==> src/pin_io_params.svh <==
`ifndef PIN_IO_PARAMS_SVH
`define PIN_IO_PARAMS_SVH

// Register byte offsets
`define OFF_IO_CTL_CH3_A 8'h00
`define OFF_IO_CTL_CH3_C 8'h04
`define OFF_IO_CTL_CH4 8'h08
`define OFF_IO_CTL_CH5 8'h0c
`define OFF_MODE_CH3 8'h10
`define OFF_IRQ_STATUS 8'h14
`define OFF_IRQ_MASK 8'h18
`define OFF_GR_A_CH3 8'h20
`define OFF_GR_C_CH3 8'h24
`define OFF_GR_A_CH4 8'h28
`define OFF_GR_A_CH5 8'h2c

// Field positions inside an I/O control register, and the buffer-enable bit of the channel 3 mode register
`define FLD_KIND 3
`define FLD_LVL 2
`define FLD_ACT_MSB 1
`define FLD_ACT_LSB 0
`define BUF_A_EN_BIT 0

// Reset values
`define RST_IO_CTL 8'h00
`define RST_MODE_CH3 8'h00
`define RST_IRQ 4'h0

// Channel slots
`define SLOT_A3 0
`define SLOT_C3 1
`define SLOT_A4 2
`define SLOT_A5 3
`define NUM_SLOTS 4

`endif

==> src/pin_io_pkg.sv <==
package pin_io_pkg;

	// Action taken on the pin at compare match
	typedef enum logic [1:0] {
		ACT_NONE = 2'h0,
		ACT_LOW = 2'h1,
		ACT_HIGH = 2'h2,
		ACT_TOGGLE = 2'h3
	} pin_act_t;

	// Decoded meaning of one four-bit I/O mode field
	typedef struct packed {
		logic out_en;
		logic init_lvl;
		pin_act_t act;
		logic cap_rise;
		logic cap_fall;
		logic cascade;
	} io_mode_t;

endpackage : pin_io_pkg

==> src/timer_pin_io_mode_select.sv <==
// The strobed register port and the address map are this design's own decisions.
`include "pin_io_params.svh"

module timer_pin_io_mode_select
	import pin_io_pkg::*;
#(
	parameter int CNT_W = 16
) (
	input wire logic clk,
	input wire logic rst_b,
	input wire logic [7:0] addr,
	input wire logic [7:0] wdata,
	input wire logic wr_en,
	input wire logic rd_en,
	output logic [31:0] rdata,
	output logic irq,
	input wire logic [CNT_W-1:0] counter_ch3,
	input wire logic [CNT_W-1:0] counter_ch4,
	input wire logic [CNT_W-1:0] counter_ch5,
	input wire logic cmp_match_a_ch3,
	input wire logic cmp_match_c_ch3,
	input wire logic cmp_match_a_ch4,
	input wire logic cmp_match_a_ch5,
	input wire logic counter_ch4_up,
	input wire logic counter_ch4_down,
	input wire logic pin_a_ch3_in,
	output logic pin_a_ch3_out,
	output logic pin_a_ch3_oe,
	input wire logic pin_c_ch3_in,
	output logic pin_c_ch3_out,
	output logic pin_c_ch3_oe,
	input wire logic pin_a_ch4_in,
	output logic pin_a_ch4_out,
	output logic pin_a_ch4_oe,
	input wire logic pin_a_ch5_in,
	output logic pin_a_ch5_out,
	output logic pin_a_ch5_oe
);

	localparam int NS = `NUM_SLOTS;

	// Slot order used by every per-slot vector below:
	// slot 0 is channel 3 register A, slot 1 channel 3 register C,
	// slot 2 channel 4 register A, slot 3 channel 5 register A.
	// Interrupt status and mask bits follow the same order,
	// so software sees one bit per general register.
	// Only slot 1 can be taken out of service by buffer mode,
	// and only slot 3 lacks a cascaded capture source.
	// The four mode fields live in their own byte registers;
	// bits 7:4 of each are stored and read back but decode nothing.
	// Captured counts are read-only and sit in the low bits of a word.
	// Writes to unmapped or read-only addresses are dropped silently.
	// Reads of unmapped addresses return zero.

	// Decode order matters: the buffer block is tested first,
	// then the output/input choice, then the cascade, then edges.
	// Output compare keeps bit 2 as the initial level and bits 1:0
	// as the match action; action 00 leaves the pin undriven.
	// Input capture with bit 2 set becomes the cascaded source only
	// where the slot has one; elsewhere bit 2 is a don't-care.
	// Rising capture is taken for action 00 and both-edge codes,
	// falling capture for action 01 and both-edge codes.
	// The decode is pure logic so that a field write changes the
	// pin enable one clock later and capture selection at once.
	// Turns a mode field into pin and capture controls
	function automatic io_mode_t decode_mode(
		input logic [3:0] fld,
		input logic casc_ok,
		input logic blocked
	);
		io_mode_t m;
		m = '0;
		if (!blocked) begin
			if (!fld[`FLD_KIND]) begin
				m.out_en = (fld[`FLD_ACT_MSB:`FLD_ACT_LSB] != 2'h0);
				m.init_lvl = fld[`FLD_LVL];
				m.act = pin_act_t'(fld[`FLD_ACT_MSB:`FLD_ACT_LSB]);
			end else if (casc_ok && fld[`FLD_LVL]) begin
				m.cascade = 1'b1;
			end else begin
				// Bit 2 never reaches here on channels 3 and 4
				m.cap_rise = fld[`FLD_ACT_MSB] | ~fld[`FLD_ACT_LSB];
				m.cap_fall = fld[`FLD_ACT_MSB] | fld[`FLD_ACT_LSB];
			end
		end
		return m;
	endfunction : decode_mode

	// Field registers, buffer mode, interrupt state, captured values
	logic [7:0] io_ctl_ff [NS];
	logic [7:0] mode_reg_ch3_ff;
	logic [NS-1:0] irq_status_ff;
	logic [NS-1:0] irq_mask_ff;
	logic [CNT_W-1:0] gr_ff [NS];
	logic [NS-1:0] sync1_ff;
	logic [NS-1:0] sync2_ff;
	logic [NS-1:0] pin_prev_ff;
	logic [NS-1:0] pin_lvl_ff;
	logic [NS-1:0] pin_oe_ff;
	logic [31:0] rdata_ff;
	logic irq_ff;

	// Per-slot views of the ports
	logic [NS-1:0] pin_in_w;
	logic [NS-1:0] cmp_match_w;
	logic [CNT_W-1:0] cnt_w [NS];
	logic [7:0] fld_off_w [NS];
	logic [7:0] gr_off_w [NS];

	assign pin_in_w = {pin_a_ch5_in, pin_a_ch4_in, pin_c_ch3_in, pin_a_ch3_in};
	assign cmp_match_w = {cmp_match_a_ch5, cmp_match_a_ch4, cmp_match_c_ch3,
		cmp_match_a_ch3};
	assign cnt_w[`SLOT_A3] = counter_ch3;
	assign cnt_w[`SLOT_C3] = counter_ch3;
	assign cnt_w[`SLOT_A4] = counter_ch4;
	assign cnt_w[`SLOT_A5] = counter_ch5;
	assign fld_off_w[`SLOT_A3] = `OFF_IO_CTL_CH3_A;
	assign fld_off_w[`SLOT_C3] = `OFF_IO_CTL_CH3_C;
	assign fld_off_w[`SLOT_A4] = `OFF_IO_CTL_CH4;
	assign fld_off_w[`SLOT_A5] = `OFF_IO_CTL_CH5;
	assign gr_off_w[`SLOT_A3] = `OFF_GR_A_CH3;
	assign gr_off_w[`SLOT_C3] = `OFF_GR_C_CH3;
	assign gr_off_w[`SLOT_A4] = `OFF_GR_A_CH4;
	assign gr_off_w[`SLOT_A5] = `OFF_GR_A_CH5;

	// Buffer mode takes the C field out of service
	logic buf_a_en_w;
	assign buf_a_en_w = mode_reg_ch3_ff[`BUF_A_EN_BIT];

	// Pin edges from the synchronised levels
	logic [NS-1:0] rise_w;
	logic [NS-1:0] fall_w;
	assign rise_w = sync2_ff & ~pin_prev_ff;
	assign fall_w = ~sync2_ff & pin_prev_ff;

	// Compare events need an active output code; capture events need
	// an input code and a matching edge or cascade pulse.
	// Both kinds raise the same status bit of their slot.
	// The C slot produces neither while buffer mode holds it.
	// Per-slot decode and event generation
	io_mode_t mode_w [NS];
	logic [NS-1:0] wr_fld_w;
	logic [NS-1:0] cmp_evt_w;
	logic [NS-1:0] cap_evt_w;
	logic [NS-1:0] casc_src_w;
	logic [NS-1:0] new_out_w;
	logic [NS-1:0] nxt_pin_lvl;

	// Cascade sources are plain same-clock pulses.
	// Channel 3 counts either direction of channel 4 as a capture.
	// Channel 4 register A follows any compare or capture event of
	// channel 3 register A, taken in the same clock as that event.
	// A compare event counts only while that register's field holds an active output code.
	// Channel 5 has no cascade, so its source is tied low.
	// Cascade sources: channel 4 counting for channel 3, A3 events for A4
	assign casc_src_w[`SLOT_A3] = counter_ch4_up | counter_ch4_down;
	assign casc_src_w[`SLOT_C3] = counter_ch4_up | counter_ch4_down;
	assign casc_src_w[`SLOT_A4] = cmp_evt_w[`SLOT_A3] | cap_evt_w[`SLOT_A3];
	assign casc_src_w[`SLOT_A5] = 1'b0;

	genvar gi;
	generate
		for (gi = 0; gi < NS; gi++) begin : g_slot
			localparam logic CASC_OK = (gi != `SLOT_A5);
			localparam logic CAN_BLOCK = (gi == `SLOT_C3);

			assign mode_w[gi] = decode_mode(io_ctl_ff[gi][3:0], CASC_OK,
				CAN_BLOCK && buf_a_en_w);
			assign wr_fld_w[gi] = wr_en && (addr == fld_off_w[gi]);
			// A write of an active output compare code shows its level at once
			assign new_out_w[gi] = wr_fld_w[gi] && !wdata[`FLD_KIND] &&
				(wdata[`FLD_ACT_MSB:`FLD_ACT_LSB] != 2'h0) &&
				!(CAN_BLOCK && buf_a_en_w);
			assign cmp_evt_w[gi] = cmp_match_w[gi] && mode_w[gi].out_en;
			assign cap_evt_w[gi] = (mode_w[gi].cap_rise && rise_w[gi]) ||
				(mode_w[gi].cap_fall && fall_w[gi]) ||
				(mode_w[gi].cascade && casc_src_w[gi]);

			// Pin level at compare match, after a fresh initial level
			always_comb begin
				nxt_pin_lvl[gi] = pin_lvl_ff[gi];
				if (new_out_w[gi]) begin
					nxt_pin_lvl[gi] = wdata[`FLD_LVL];
				end else if (cmp_evt_w[gi]) begin
					unique case (mode_w[gi].act)
						ACT_LOW: nxt_pin_lvl[gi] = 1'b0;
						ACT_HIGH: nxt_pin_lvl[gi] = 1'b1;
						ACT_TOGGLE: nxt_pin_lvl[gi] = ~pin_lvl_ff[gi];
						ACT_NONE: nxt_pin_lvl[gi] = pin_lvl_ff[gi];
					endcase
				end
			end

			// A write of an active output compare code and a compare match in the same clock:
			// the write wins and the new initial level is shown.
			// The captured count is held until the next capture event.
			// Field register, pin state and captured count
			always_ff @(posedge clk) begin
				if (!rst_b) begin
					io_ctl_ff[gi] <= `RST_IO_CTL;
					pin_lvl_ff[gi] <= 1'b0;
					pin_oe_ff[gi] <= 1'b0;
					gr_ff[gi] <= '0;
				end else begin
					if (wr_fld_w[gi]) begin
						io_ctl_ff[gi] <= wdata;
					end
					pin_lvl_ff[gi] <= nxt_pin_lvl[gi];
					pin_oe_ff[gi] <= mode_w[gi].out_en;
					if (cap_evt_w[gi]) begin
						gr_ff[gi] <= cnt_w[gi];
					end
				end
			end
		end
	endgenerate

	// The pin inputs come from outside the clock domain.
	// Only the second stage feeds logic, so a metastable first stage
	// never reaches the edge detector or the capture enables.
	// The edge stage adds one more clock, so a capture lands three
	// clocks after the pin moves; a pulse must last one clock.
	// All stages reset low, matching the idle level of an undriven
	// pin, so no false edge follows reset.
	// Output-mode pins still pass through here, but their edges are
	// ignored because no capture mode is active for them.
	// Two-stage synchronisers, then a stage for edge detection
	always_ff @(posedge clk) begin
		if (!rst_b) begin
			sync1_ff <= '0;
			sync2_ff <= '0;
			pin_prev_ff <= '0;
		end else begin
			sync1_ff <= pin_in_w;
			sync2_ff <= sync1_ff;
			pin_prev_ff <= sync2_ff;
		end
	end

	// Each compare or capture event sets its sticky status bit.
	// Software clears a bit by writing a one to it; a write of zero
	// leaves it alone.
	// When an event and a clear land in the same clock, the event
	// wins, so no event is ever lost to a late clear.
	// The interrupt output is registered from the next status value,
	// so it rises one clock after the event and falls one clock
	// after the clear, and never glitches.
	// The buffer-enable bit of the mode register is the only bit
	// with a function here; the others are stored for software.
	// Register writes for mode and interrupt control
	logic wr_mode_w;
	logic wr_status_w;
	logic wr_mask_w;
	logic [NS-1:0] nxt_irq_status;
	assign wr_mode_w = wr_en && (addr == `OFF_MODE_CH3);
	assign wr_status_w = wr_en && (addr == `OFF_IRQ_STATUS);
	assign wr_mask_w = wr_en && (addr == `OFF_IRQ_MASK);
	// Write one to clear; a new event in the same cycle wins
	assign nxt_irq_status = (irq_status_ff &
		~(wr_status_w ? wdata[NS-1:0] : '0)) | cmp_evt_w | cap_evt_w;

	always_ff @(posedge clk) begin
		if (!rst_b) begin
			mode_reg_ch3_ff <= `RST_MODE_CH3;
			irq_status_ff <= `RST_IRQ;
			irq_mask_ff <= `RST_IRQ;
			irq_ff <= 1'b0;
		end else begin
			if (wr_mode_w) begin
				mode_reg_ch3_ff <= wdata;
			end
			if (wr_mask_w) begin
				irq_mask_ff <= wdata[NS-1:0];
			end
			irq_status_ff <= nxt_irq_status;
			irq_ff <= |(nxt_irq_status & irq_mask_ff);
		end
	end

	// The read path is a plain address decode of every register.
	// Later tests in the process take priority, but no two
	// registers share an address, so the order is only cosmetic.
	// The result is registered, and the register bus returns it in
	// the cycle after the read strobe and only then; at all other
	// times the read data is zero, which keeps stale values off the
	// bus and makes a missed strobe easy to spot.
	// A write and a read never come together, so no bypass of a
	// just-written value is needed.
	// Read multiplexer; unmapped addresses read zero
	logic [31:0] rd_mux_w;
	always_comb begin
		rd_mux_w = '0;
		for (int i = 0; i < NS; i++) begin
			if (addr == fld_off_w[i]) begin
				rd_mux_w = {24'h000000, io_ctl_ff[i]};
			end
			if (addr == gr_off_w[i]) begin
				rd_mux_w = 32'(gr_ff[i]);
			end
		end
		if (addr == `OFF_MODE_CH3) begin
			rd_mux_w = {24'h000000, mode_reg_ch3_ff};
		end
		if (addr == `OFF_IRQ_STATUS) begin
			rd_mux_w = 32'(irq_status_ff);
		end
		if (addr == `OFF_IRQ_MASK) begin
			rd_mux_w = 32'(irq_mask_ff);
		end
	end

	// Read data stands only in the cycle after the strobe
	always_ff @(posedge clk) begin
		if (!rst_b) begin
			rdata_ff <= '0;
		end else begin
			rdata_ff <= rd_en ? rd_mux_w : '0;
		end
	end

	// Every output comes straight from a flip-flop.
	// The pin level and the output enable are separate so that the
	// pad logic can combine them; the level holds while the enable
	// is low, except for a new initial level set by a field write.
	// A disabled or input-mode pin keeps its last level inside,
	// which is harmless because the enable keeps it off the wire.
	// The enable follows a field write one clock after the level.
	// During reset both are low and the pin floats to its pull.
	assign rdata = rdata_ff;
	assign irq = irq_ff;
	assign pin_a_ch3_out = pin_lvl_ff[`SLOT_A3];
	assign pin_c_ch3_out = pin_lvl_ff[`SLOT_C3];
	assign pin_a_ch4_out = pin_lvl_ff[`SLOT_A4];
	assign pin_a_ch5_out = pin_lvl_ff[`SLOT_A5];
	assign pin_a_ch3_oe = pin_oe_ff[`SLOT_A3];
	assign pin_c_ch3_oe = pin_oe_ff[`SLOT_C3];
	assign pin_a_ch4_oe = pin_oe_ff[`SLOT_A4];
	assign pin_a_ch5_oe = pin_oe_ff[`SLOT_A5];

endmodule : timer_pin_io_mode_select

==> config.mk <==
export PLATFORM = sky130hd
export DESIGN_NAME = timer_pin_io_mode_select
export DESIGN_NICKNAME = d
export VERILOG_FILES = /design/src/pin_io_pkg.sv /design/src/timer_pin_io_mode_select.sv
export VERILOG_INCLUDE_DIRS = /design/src
export SDC_FILE = /design/constraint.sdc
export NUM_CORES = 1
export LEC_CHECK = 0
export ABC_AREA = 1
export BUFFER_PORTS_ARGS = -buffer_cell sky130_fd_sc_hd__buf_2
export CAP_MARGIN = 15
export CORE_MARGIN = 4
export CORE_UTILIZATION = 51
export DETAILED_ROUTE_END_ITERATION = 6
export PLACE_DENSITY = 0.81
export SETUP_SLACK_MARGIN = 0.3
export SYNTH_ARGS = -nofsm -noshare
export SYNTH_HDL_FRONTEND = slang
export SYNTH_SLANG_ARGS = --single-unit
export TNS_END_PERCENT = 20
==> constraint.sdc <==
create_clock -name clk -period 1.72 [get_ports clk]
set_input_delay 0.172 -clock clk [delete_from_list [all_inputs] [get_ports clk]]
set_output_delay 0.172 -clock clk [all_outputs]
set_load 0.01 [all_outputs]
==> impl_metrics.json, run 1 <==
{
  "status": "complete, but fails checks",
  "violations": "negative setup slack",
  "period_minus_slack_ps": 1730,
  "core-area_um2": 13300,
  "busiest_layer": "met2",
  "required_ps": 1900,
  "skew_ps": 11.3,
  "power_mw": 8.08,
  "dieArea_um2": 15500,
  "whs_path_depth": 3,
  "cts_made_buffers": 17,
  "start_util_pct": 52.1,
  "htreeDepth": 4,
  "cts_tree": "built",
  "slew_viol_final": 0,
  "antenna_left": 0,
  "fill_cells": 1014,
  "io_pins": 119,
  "wl_um": 17700,
  "crit_path_start_kind": "register",
  "worstPathArrival_ps": 1910,
  "grt_overflow_total": 0,
  "syn_inst": 758,
  "die_width_um": 125,
  "synth-async-reset-ratio_pct": 0,
  "firstDrtPassIters": 6,
  "synth_area_um2": 6930,
  "fmax_ghz": 0.579,
  "cts_max_path_buffers": 2,
  "path_class": "register to register",
  "hold_class": "input port to register",
  "dr_total_vias": 5692,
  "dpl_cell_area_um2": 7780,
  "grt_setup_unrepaired": "true",
  "worstSetupEndpointType": "register",
  "p_per_area_nw_per_um2": 942,
  "die_h_um": 125,
  "cts_num_sinks": 149,
  "area_delta_synth_final_pct": 23.7,
  "drv_cap": 0,
  "grt_max_degree": 18,
  "drt_iter0_drc": 656,
  "stdcell_area_um2": 8570,
  "insertion_delay_ps": 430,
  "ys.flop_type": "edfxtp_1",
  "buffer_ports.inserted": 102,
  "vias_per_cell": 5.18,
  "cp_max_fo": 8,
  "grt_util_met2_pct": 35.5,
  "synth_cell_types": 43,
  "ir_drop_uv": 687,
  "drive_gt1_share_pct": 28.0,
  "clkTransAtPathRegs_ps": 60,
  "syn_avg_cell_area_um2": 9.14,
  "grt_use_met3_pct": 5.92,
  "fin_nets": 988,
  "gp_congestion": 0.904,
  "yosysWarnings": 0,
  "synth_edf_count": 96,
  "grt_util_met1_pct": 28.4,
  "antennaDiodeCount": 0,
  "grt_antenna_before_repair": 0,
  "reg2reg_depth": 11,
  "dp_hpwl_um": 12600,
  "synth_seq_cells": 149,
  "post-route-drc-count": 0,
  "hold_viol": 0,
  "wl_per_cell_um": 16.1,
  "grt_use_total_pct": 22.1,
  "setup_viol": 6,
  "ys_seq_area_share_pct": 56.9,
  "timing.final.ws_setup_ps": -6.72,
  "grt_pass1_vias": 5236,
  "grt_pass1_wl_um": 26600,
  "min_period_over_period_pct": 100,
  "p_leak_nw": 4.04,
  "placementRows": 42,
  "cts-root-buf": "clkbuf_16"
}
-- cell usage after synthesis (5+ instances only) --
| master | number | area (um^2) |
|---|---|---|
| buf_4 | 18 | 135 |
| a21oi_1 | 35 | 175 |
| o21ai_0 | 19 | 95.1 |
| nor2_1 | 115 | 432 |
| clkbuf_1 | 5 | 18.8 |
| nand2_2 | 9 | 56.3 |
| nand3_1 | 27 | 135 |
| dfxtp_1 | 53 | 1060 |
| a31oi_1 | 5 | 31.3 |
| edfxtp_1 | 96 | 2880 |
| nor3_1 | 7 | 35.0 |
| a41oi_1 | 8 | 70.1 |
| nor2_4 | 19 | 214 |
| inv_1 | 113 | 424 |
| nand2_1 | 163 | 612 |
| o21ai_1 | 7 | 35.0 |
| inv_2 | 8 | 30.0 |
-- layer usage --
metal | vias to the layer above | share of wire, % | wire [um]
met2 | 299 | 49 | 8620
met5 | - | 0 | 0
met4 | 0 | 3.6 | 628
met3 | 53 | 8.2 | 1450
met1 | 2627 | 39 | 6970
li1 | 2713 | - | -
-- final cells by class --
class | instances | area, um^2 | share of cell area [%]
Sequential cell | 149 | 3940 | 46.0
Clock buffer | 17 | 425 | 4.96
Inverter | 122 | 460 | 5.37
Tap cell | 176 | 220 | 2.57
Multi-Input combinational cell | 470 | 2410 | 28.2
Clock inverter | 14 | 104 | 1.21
Timing Repair Buffer | 150 | 1000 | 11.7
-- placed cells by master (no fill, tap or decap), types with 18 or more instances in the layout --
cell         n
a21oi_1     34
buf_2      102
buf_4       32
clkbuf_16   18
dfxtp_1     53
edfxtp_1    96
inv_1      107
nand2_1    161
nand3_1     26
nor2_1     108
nor2_4      19
-- path summary, 6_finish.rpt --
check,endpoint,startpoint,slack (ps)
hold reg to reg,sync2_ff[1],sync1_ff[1],410
setup reg to reg,gr_ff[2][2],io_ctl_ff[0][1],-7
hold / removal,irq_mask_ff[0],wdata[0],40
setup / recovery,gr_ff[2][2],io_ctl_ff[0][1],-7
-- through the flow --
step	setup TNS, ps	std cells	setup slack [ps]	hold slack (ps)	utilization [%]
3_3_place_gp	0	1050	68.8	351	58.5
4_1_cts	0	1094	32.9	27.9	63.5
3_5_place_dp	0	1050	52.1	359	58.5
6_report	-20.5	1098	-6.72	43.5	64.5
2_1_floorplan	0	773	101	270	-
5_1_grt	-1870	1098	-114	36.8	64.5
-- registers in the layout (all words and copies together) (netlist names) --
name and cells:
pin_a_ch3_out 1, pin_a_ch4_oe 1, irq_status_ff 4, pin_prev_ff 4, pin_a_ch3_oe 1, sync1_ff 4
irq 1, pin_a_ch5_out 1, pin_c_ch3_out 1, irq_mask_ff 4, gr_ff 64, rdata 16
pin_a_ch4_out 1, sync2_ff 4, pin_c_ch3_oe 1, pin_a_ch5_oe 1, mode_reg_ch3_ff 8, io_ctl_ff 32
-- critical path, stage by stage, from the launching register on --
cell,delay (ps)
edfxtp_1,430
inv_2,90
nand2_2,70
nand3_2,70
nand3_2,80
nand2_2,80
nand2_2,60
o21ai_2,140
or2_4,180
buf_6,110
buf_12,130
nor2_1,40
-- timing repair --
action,CTS,global route
buffers inserted,8,3
endpoints found under the setup margin,66,117
endpoints found under the hold margin,4,0
hold buffers,4,0
pin swaps,3,14
resized for setup,3,29
gates cloned,1,1
-- power by group --
group	internal, mW	leakage, nW	total, mW	switching [mW]
Sequential	3.99	1.41	4.06	0.0737
Combinational	0.259	2.37	0.680	0.421
Clock	1.85	0.258	3.34	1.49
-- kinds of logic after synthesis --
family	after synthesis	synth area share [%]
other cells	1	0.0541
flops	149	56.9
compound gates	88	7.51
simple gates	363	25.0
mux	3	0.433
buf+inv	154	10.0
Note: power is estimated with default switching activity, not from simulation.
==> inputs of run 2 (changes only) <==
==> constraint.sdc (replaced) <==
create_clock -name clk -period 1.72 [get_ports clk]
set_input_delay 0.258 -clock clk [delete_from_list [all_inputs] [get_ports clk]]
set_output_delay 0.258 -clock clk [all_outputs]
set_load 0.01 [all_outputs]
==> run 2 against run 1 <==
Net effect: core utilization increased by 2.8 points; critical endpoint is now gr_ff[2][12]; cell area increased by 4.3%; non-clock buffer count increased by 5; cell count increased by 0.55%; sequential power about the same; routed wire length increased by 9.7%; maximum frequency decreased by 6.1%; sequential share of layout area decreased by 1.9 points; setup slack got worse by 110 ps; count of clock-buffer cells in the layout increased by 8; the run still ends with negative setup slack left; combinational power increased by 8.2%.
==> impl_metrics.json, run 2 (synthesized netlist as in run 1, its figures left out) <==
{
  "status": "complete, but fails checks",
  "violations": "negative setup slack",
  "cts_made_buffers": 17,
  "clkTransAtPathRegs_ps": 60,
  "worstSetupEndpointType": "register",
  "setup_viol": 32,
  "p_leak_nw": 4.16,
  "cp_max_fo": 8,
  "hold_viol": 0,
  "grt_pass1_wl_um": 29400,
  "grt_antenna_before_repair": 2,
  "min_period_over_period_pct": 107,
  "dpl_cell_area_um2": 7870,
  "drv_cap": 0,
  "start_util_pct": 52.1,
  "buffer_ports.inserted": 102,
  "crit_path_max_incr_delay_ps": 430,
  "grt_max_degree": 18,
  "worst_pin_slew_ps": 544,
  "worstPathArrival_ps": 2020,
  "hold_class": "input port to register",
  "path_cells": "inv_2 -> nand2_4 -> nand3_2 -> nand3_2 -> nand2_2 -> nand2_4 -> o21ai_4 -> or2_4 -> buf_12 -> buf_16 -> nor2_4",
  "core-area_um2": 13300,
  "path_class": "register to register",
  "cp_slowest_cell": "edfxtp_1",
  "vias_per_cell": 5.39,
  "drive_gt1_share_pct": 31.3,
  "reg2reg_depth": 11,
  "io_pins": 119,
  "firstDrtPassIters": 7,
  "crit_path_start_kind": "register",
  "period_minus_slack_ps": 1840,
  "antennaDiodeCount": 0,
  "dr_total_vias": 5949,
  "skew_ps": 7.34,
  "die_h_um": 125,
  "fmax_ghz": 0.544,
  "final_util_pct": 67.2,
  "grt_setup_unrepaired": "true",
  "grt_overflow_total": 0,
  "wl_um": 19400,
  "timing.final.ws_setup_ps": -120,
  "fin_nets": 993,
  "timing.hold.ws_ps": 23.1,
  "r2r_end": "gr_ff[2][12]",
  "antenna_left": 0,
  "dp_hpwl_um": 13300,
  "largest_register_ffs": 64,
  "power_mw": 8.79,
  "grt_use_total_pct": 24.1,
  "drt_iter0_drc": 718,
  "cts_max_path_buffers": 2,
  "final_common_cell": "nand2_1",
  "wl_per_cell_um": 17.6,
  "gp_congestion": 0.900,
  "cts_num_sinks": 149,
  "final_cell_mix": "nand2_1, inv_1, buf_2",
  "p_per_area_nw_per_um2": 984,
  "cts-root-buf": "clkbuf_16",
  "stdcell_area_um2": 8940,
  "required_ps": 1900,
  "grt_pass1_vias": 5742,
  "die_width_um": 125,
  "slew_headroom_pct": 63.7,
  "dieArea_um2": 15500,
  "regToRegSetupSlack_ps": -120,
  "r2r-start": "io_ctl_ff[0][1]",
  "cts_tree": "built",
  "placementRows": 42,
  "post-route-drc-count": 0,
  "whs_path_depth": 3,
  "area_delta_synth_final_pct": 29.0,
  "dp_cells": 1058,
  "insertion_delay_ps": 420,
  "regMostFlops": "gr_ff",
  "slew_viol_final": 0,
  "ir_drop_uv": 645,
  "hold_start": "pin_c_ch3_in",
  "htreeDepth": 4,
  "min_to": "sync1_ff[1]",
  "fin_cells": 1104
}
-- run 2: cell types whose count changed in the layout (fill, tap and decap cells not counted), sizes merged --
cell         before  now
clkbuf           18   25
bufinv            0    3
inv             127  122
clkinvlp          2    1
clkinv            7    3
buf             145  155
dlygate4sd3       4    0
-- run 2: how the worst max path moves through the flow --
stage	start	endpoint	slack, ps	cells after the start
CTS	io_ctl_ff[0][1]	gr_ff[2][12]	-60	11
global placement	io_ctl_ff[0][1]	gr_ff[2][5]	1	10
detailed placement	addr[7]	pin_a_ch5_out	-60	9
floorplan	io_ctl_ff[0][1]	gr_ff[2][10]	100	11
global route	sync2_ff[0]	gr_ff[2][1]	-210	11
finish	io_ctl_ff[0][1]	gr_ff[2][12]	-120	11
-- run 2: routing by layer --
| layer | global-route usage, % | share of wire, % |
|---|---|---|
| met1 | 30.2 | 37 |
| met2 | 38.6 | 49 |
| met3 | 6.39 | 9.7 |
| met4 | 11.8 | 4.2 |
| met5 | 0 | 0.088 |
-- run 2: worst max-delay path, delay by kind of cell, from the launching register on --
kind,cells,cell delay [ps]
compound gates,1,140
flops,1,430
simple gates,7,640
buf+inv,3,370
-- run 2: cell type report --
class,instances,area [um^2]
clock buffer,25,538
clock inverter,7,113
fill,967,4360
inverter,122,460
multi-input combinational,470,2590
sequential,149,3940
tap,176,220
timing repair buffer,155,1070
-- run 2: power breakdown --
group	internal, mW	leakage, nW	switching, mW
clock	2.60	0.320	1.38
sequential	3.99	1.41	0.0851
combinational	0.273	2.43	0.463
-- run 2: repair_timing --
action	CTS	global route
gates resized for setup	35	43
setup buffers	7	6
cloned	1	0
hold buffers	0	0
pin swaps	17	27
endpoints found under the setup margin	115	127
hold endpoints to repair	0	0
-- run 2: stage by stage --
stage / setup WS, ps / setup TNS [ps]
finish: -120 / -3350
global route: -207 / -7150
CTS: -60.4 / -892
detailed placement: -57.7 / -194
global placement: 0.953 / 0
floorplan: 101 / 0
==> inputs of run 3 (changes only) <==
--- a/config.mk
+++ b/config.mk
@@ -11,8 +11,9 @@
 export CAP_MARGIN = 15
 export CORE_MARGIN = 4
 export CORE_UTILIZATION = 51
+export CTS_BUF_LIST = sky130_fd_sc_hd__clkbuf_16
 export DETAILED_ROUTE_END_ITERATION = 6
-export PLACE_DENSITY = 0.81
+export PLACE_DENSITY = 0.83
 export SETUP_SLACK_MARGIN = 0.3
 export SYNTH_ARGS = -nofsm -noshare
 export SYNTH_HDL_FRONTEND = slang
==> run 3 against run 2 <==
Net effect: the flow still finishes with violations (negative setup slack); critical path depth is 3 lower; count of clock-buffer cells in the layout fell by 8; maximum frequency grew 3.6%; total power shrank 6.9%; combinational power decreased by 12%; hold slack lost 13 ps; global-route usage decreased by 1.7 points; clock power is 13% lower; first-iteration DRC count is 21% lower; clock skew rose by 1.4 ps; sequential share of layout area up 2.1 points; critical path type unchanged; largest cell class unchanged.
==> impl_metrics.json, run 3 (synthesized netlist as in run 1, its figures left out) <==
{
  "grt_pass1_wl_um": 27200,
  "fmax_ghz": 0.563,
  "grt_overflow_total": 0,
  "post-route-drc-count": 0,
  "worstSetupEndpointType": "register",
  "grt_use_total_pct": 22.4,
  "firstDrtPassIters": 7,
  "cp-startpoint": "io_ctl_ff[0][1]",
  "worstPathArrival_ps": 1960,
  "grt_antenna_before_repair": 1,
  "hold_viol": 0,
  "required_ps": 1900,
  "largest_register_ffs": 64,
  "crit_path_max_incr_delay_ps": 450,
  "fin_nets": 977,
  "grt_util_met2_pct": 36.5,
  "cp_max_fo": 8,
  "cp-endpoint": "gr_ff[2][14]",
  "grt_setup_unrepaired": "true",
  "dpl_cell_area_um2": 7820,
  "insertion_delay_ps": 430,
  "area_delta_synth_final_pct": 23.0,
  "cts-root-buf": "clkbuf_16",
  "vias_per_cell": 5.15,
  "die_h_um": 125,
  "cts_made_buffers": 17,
  "holdBufCountCts": 0,
  "cp_slowest_cell": "edfxtp_1",
  "wl_per_cell_um": 15.9,
  "grt_pass1_vias": 5420,
  "violations": "negative setup slack",
  "buffer_ports.inserted": 102,
  "r2r_end": "gr_ff[2][14]",
  "ir_drop_uv": 699,
  "grt_use_met3_pct": 5.87,
  "cts_max_path_buffers": 2,
  "setup_viol": 32,
  "skew_ps": 8.77,
  "status": "complete, but fails checks",
  "antenna_left": 0,
  "reg2reg_depth": 8,
  "die_width_um": 125,
  "placementRows": 42,
  "timing.hold.ws_ps": 10.4,
  "drv_cap": 0,
  "p_per_area_nw_per_um2": 961,
  "path_cells": "o21ai_1 -> nand3_2 -> nand2_2 -> nand2_4 -> o21ai_4 -> or2_4 -> clkbuf_16 -> nor2_4",
  "start_util_pct": 52.1,
  "gp_congestion": 0.977,
  "io_pins": 119,
  "path_class": "register to register",
  "final_cell_mix": "nand2_1, inv_1, nor2_1",
  "dieArea_um2": 15500,
  "wl_um": 17200,
  "dr_total_vias": 5595,
  "final_common_cell": "nand2_1",
  "period_minus_slack_ps": 1780,
  "core-area_um2": 13300,
  "fill_cells": 1025,
  "htreeDepth": 4,
  "cts_tree": "built",
  "regToRegSetupSlack_ps": -60,
  "cts_num_sinks": 149,
  "drive_gt1_share_pct": 27.1,
  "stdcell_area_um2": 8520,
  "busiest_layer": "met2",
  "grt_util_met1_pct": 28.9,
  "min_period_over_period_pct": 103,
  "hold_class": "input port to register",
  "slew_viol_final": 0,
  "timing.final.ws_setup_ps": -55.2,
  "crit_path_start_kind": "register",
  "clkTransAtPathRegs_ps": 60,
  "grt_max_degree": 17,
  "drt_iter0_drc": 570,
  "regMostFlops": "gr_ff",
  "p_leak_nw": 4.01,
  "dp_hpwl_um": 12900,
  "antennaDiodeCount": 0,
  "r2r-start": "io_ctl_ff[0][1]"
}
## run 3: cell types whose count changed in the layout (fill, tap and decap cells not counted), moves of 3 or more
cell,previous run,this run
nand2_4,5,2
nor2_4,36,25
nor2_1,94,108
buf_12,10,6
inv_1,108,111
nor2_2,6,3
clkbuf_8,4,0
buf_4,39,27
nand2_1,156,160
a21oi_2,6,3
a21oi_1,32,35
## run 3: cell type report
| type | count | area [um^2] | share of cell area, % |
|---|---|---|---|
| inverter | 122 | 460 | 5.40 |
| timing repair buffer | 139 | 900 | 10.6 |
| sequential | 149 | 3940 | 46.3 |
| multi-input combinational | 470 | 2450 | 28.7 |
| clock inverter | 14 | 125 | 1.47 |
| tap | 176 | 220 | 2.58 |
| clock buffer | 17 | 425 | 4.99 |
## run 3: report_power, final
| part | total (mW) | switching (mW) | internal, mW |
|---|---|---|---|
| Clock | 3.48 | 1.39 | 2.09 |
| Combinational | 0.646 | 0.410 | 0.235 |
| Sequential | 4.07 | 0.0797 | 3.99 |
## run 3: what timing repair did
action / in CTS / in global routing
endpoints found under the setup margin: 64 / 125
setup buffers: 1 / 2
resized for setup: 2 / 35
gates cloned: 0 / 1
pin swaps: 0 / 13
## run 3: worst min-delay path by stage
stage | from | end | slack (ps) | cells past startpoint
6_report | pin_c_ch3_in | sync1_ff[1] | 10 | 3
5_1_grt | pin_c_ch3_in | sync1_ff[1] | 20 | 3
4_1_cts | pin_c_ch3_in | sync1_ff[1] | 5 | 3
3_5_place_dp | sync1_ff[2] | sync2_ff[2] | 400 | 2
3_3_place_gp | sync1_ff[2] | sync2_ff[2] | 390 | 2
2_1_floorplan | pin_a_ch3_in | sync1_ff[0] | 360 | 2
## run 3: metrics by stage
stage / power, mW / TNS, ps / utilization [%] / std cells / setup slack [ps]
after floorplan: 4.46 / 0 / - / 773 / 101
after global placement: 4.72 / -47.9 / 58.8 / 1052 / -13.3
after detailed placement: 4.73 / -607 / 58.8 / 1052 / -54.1
after CTS: 8.17 / -672 / 63.1 / 1084 / -55.0
after global routing: 8.44 / -3450 / 64.1 / 1087 / -117
final: 8.19 / -1120 / 64.1 / 1087 / -55.2
## run 3: per-layer routing
metal  wire, um  up-vias
met2       8380      276
met1       7010     2605
met3       1410       36
met5         11        -
li1           -     2676
met4        425        2
## run 3: critical path, delay by kind of cell, from the launching register on
kind                   cells  cell delay [ps]
AO/OA/AOI/OAI              2              370
buffers and inverters      1              190
flip-flops                 1              450
AND/OR/NAND/NOR            5              510
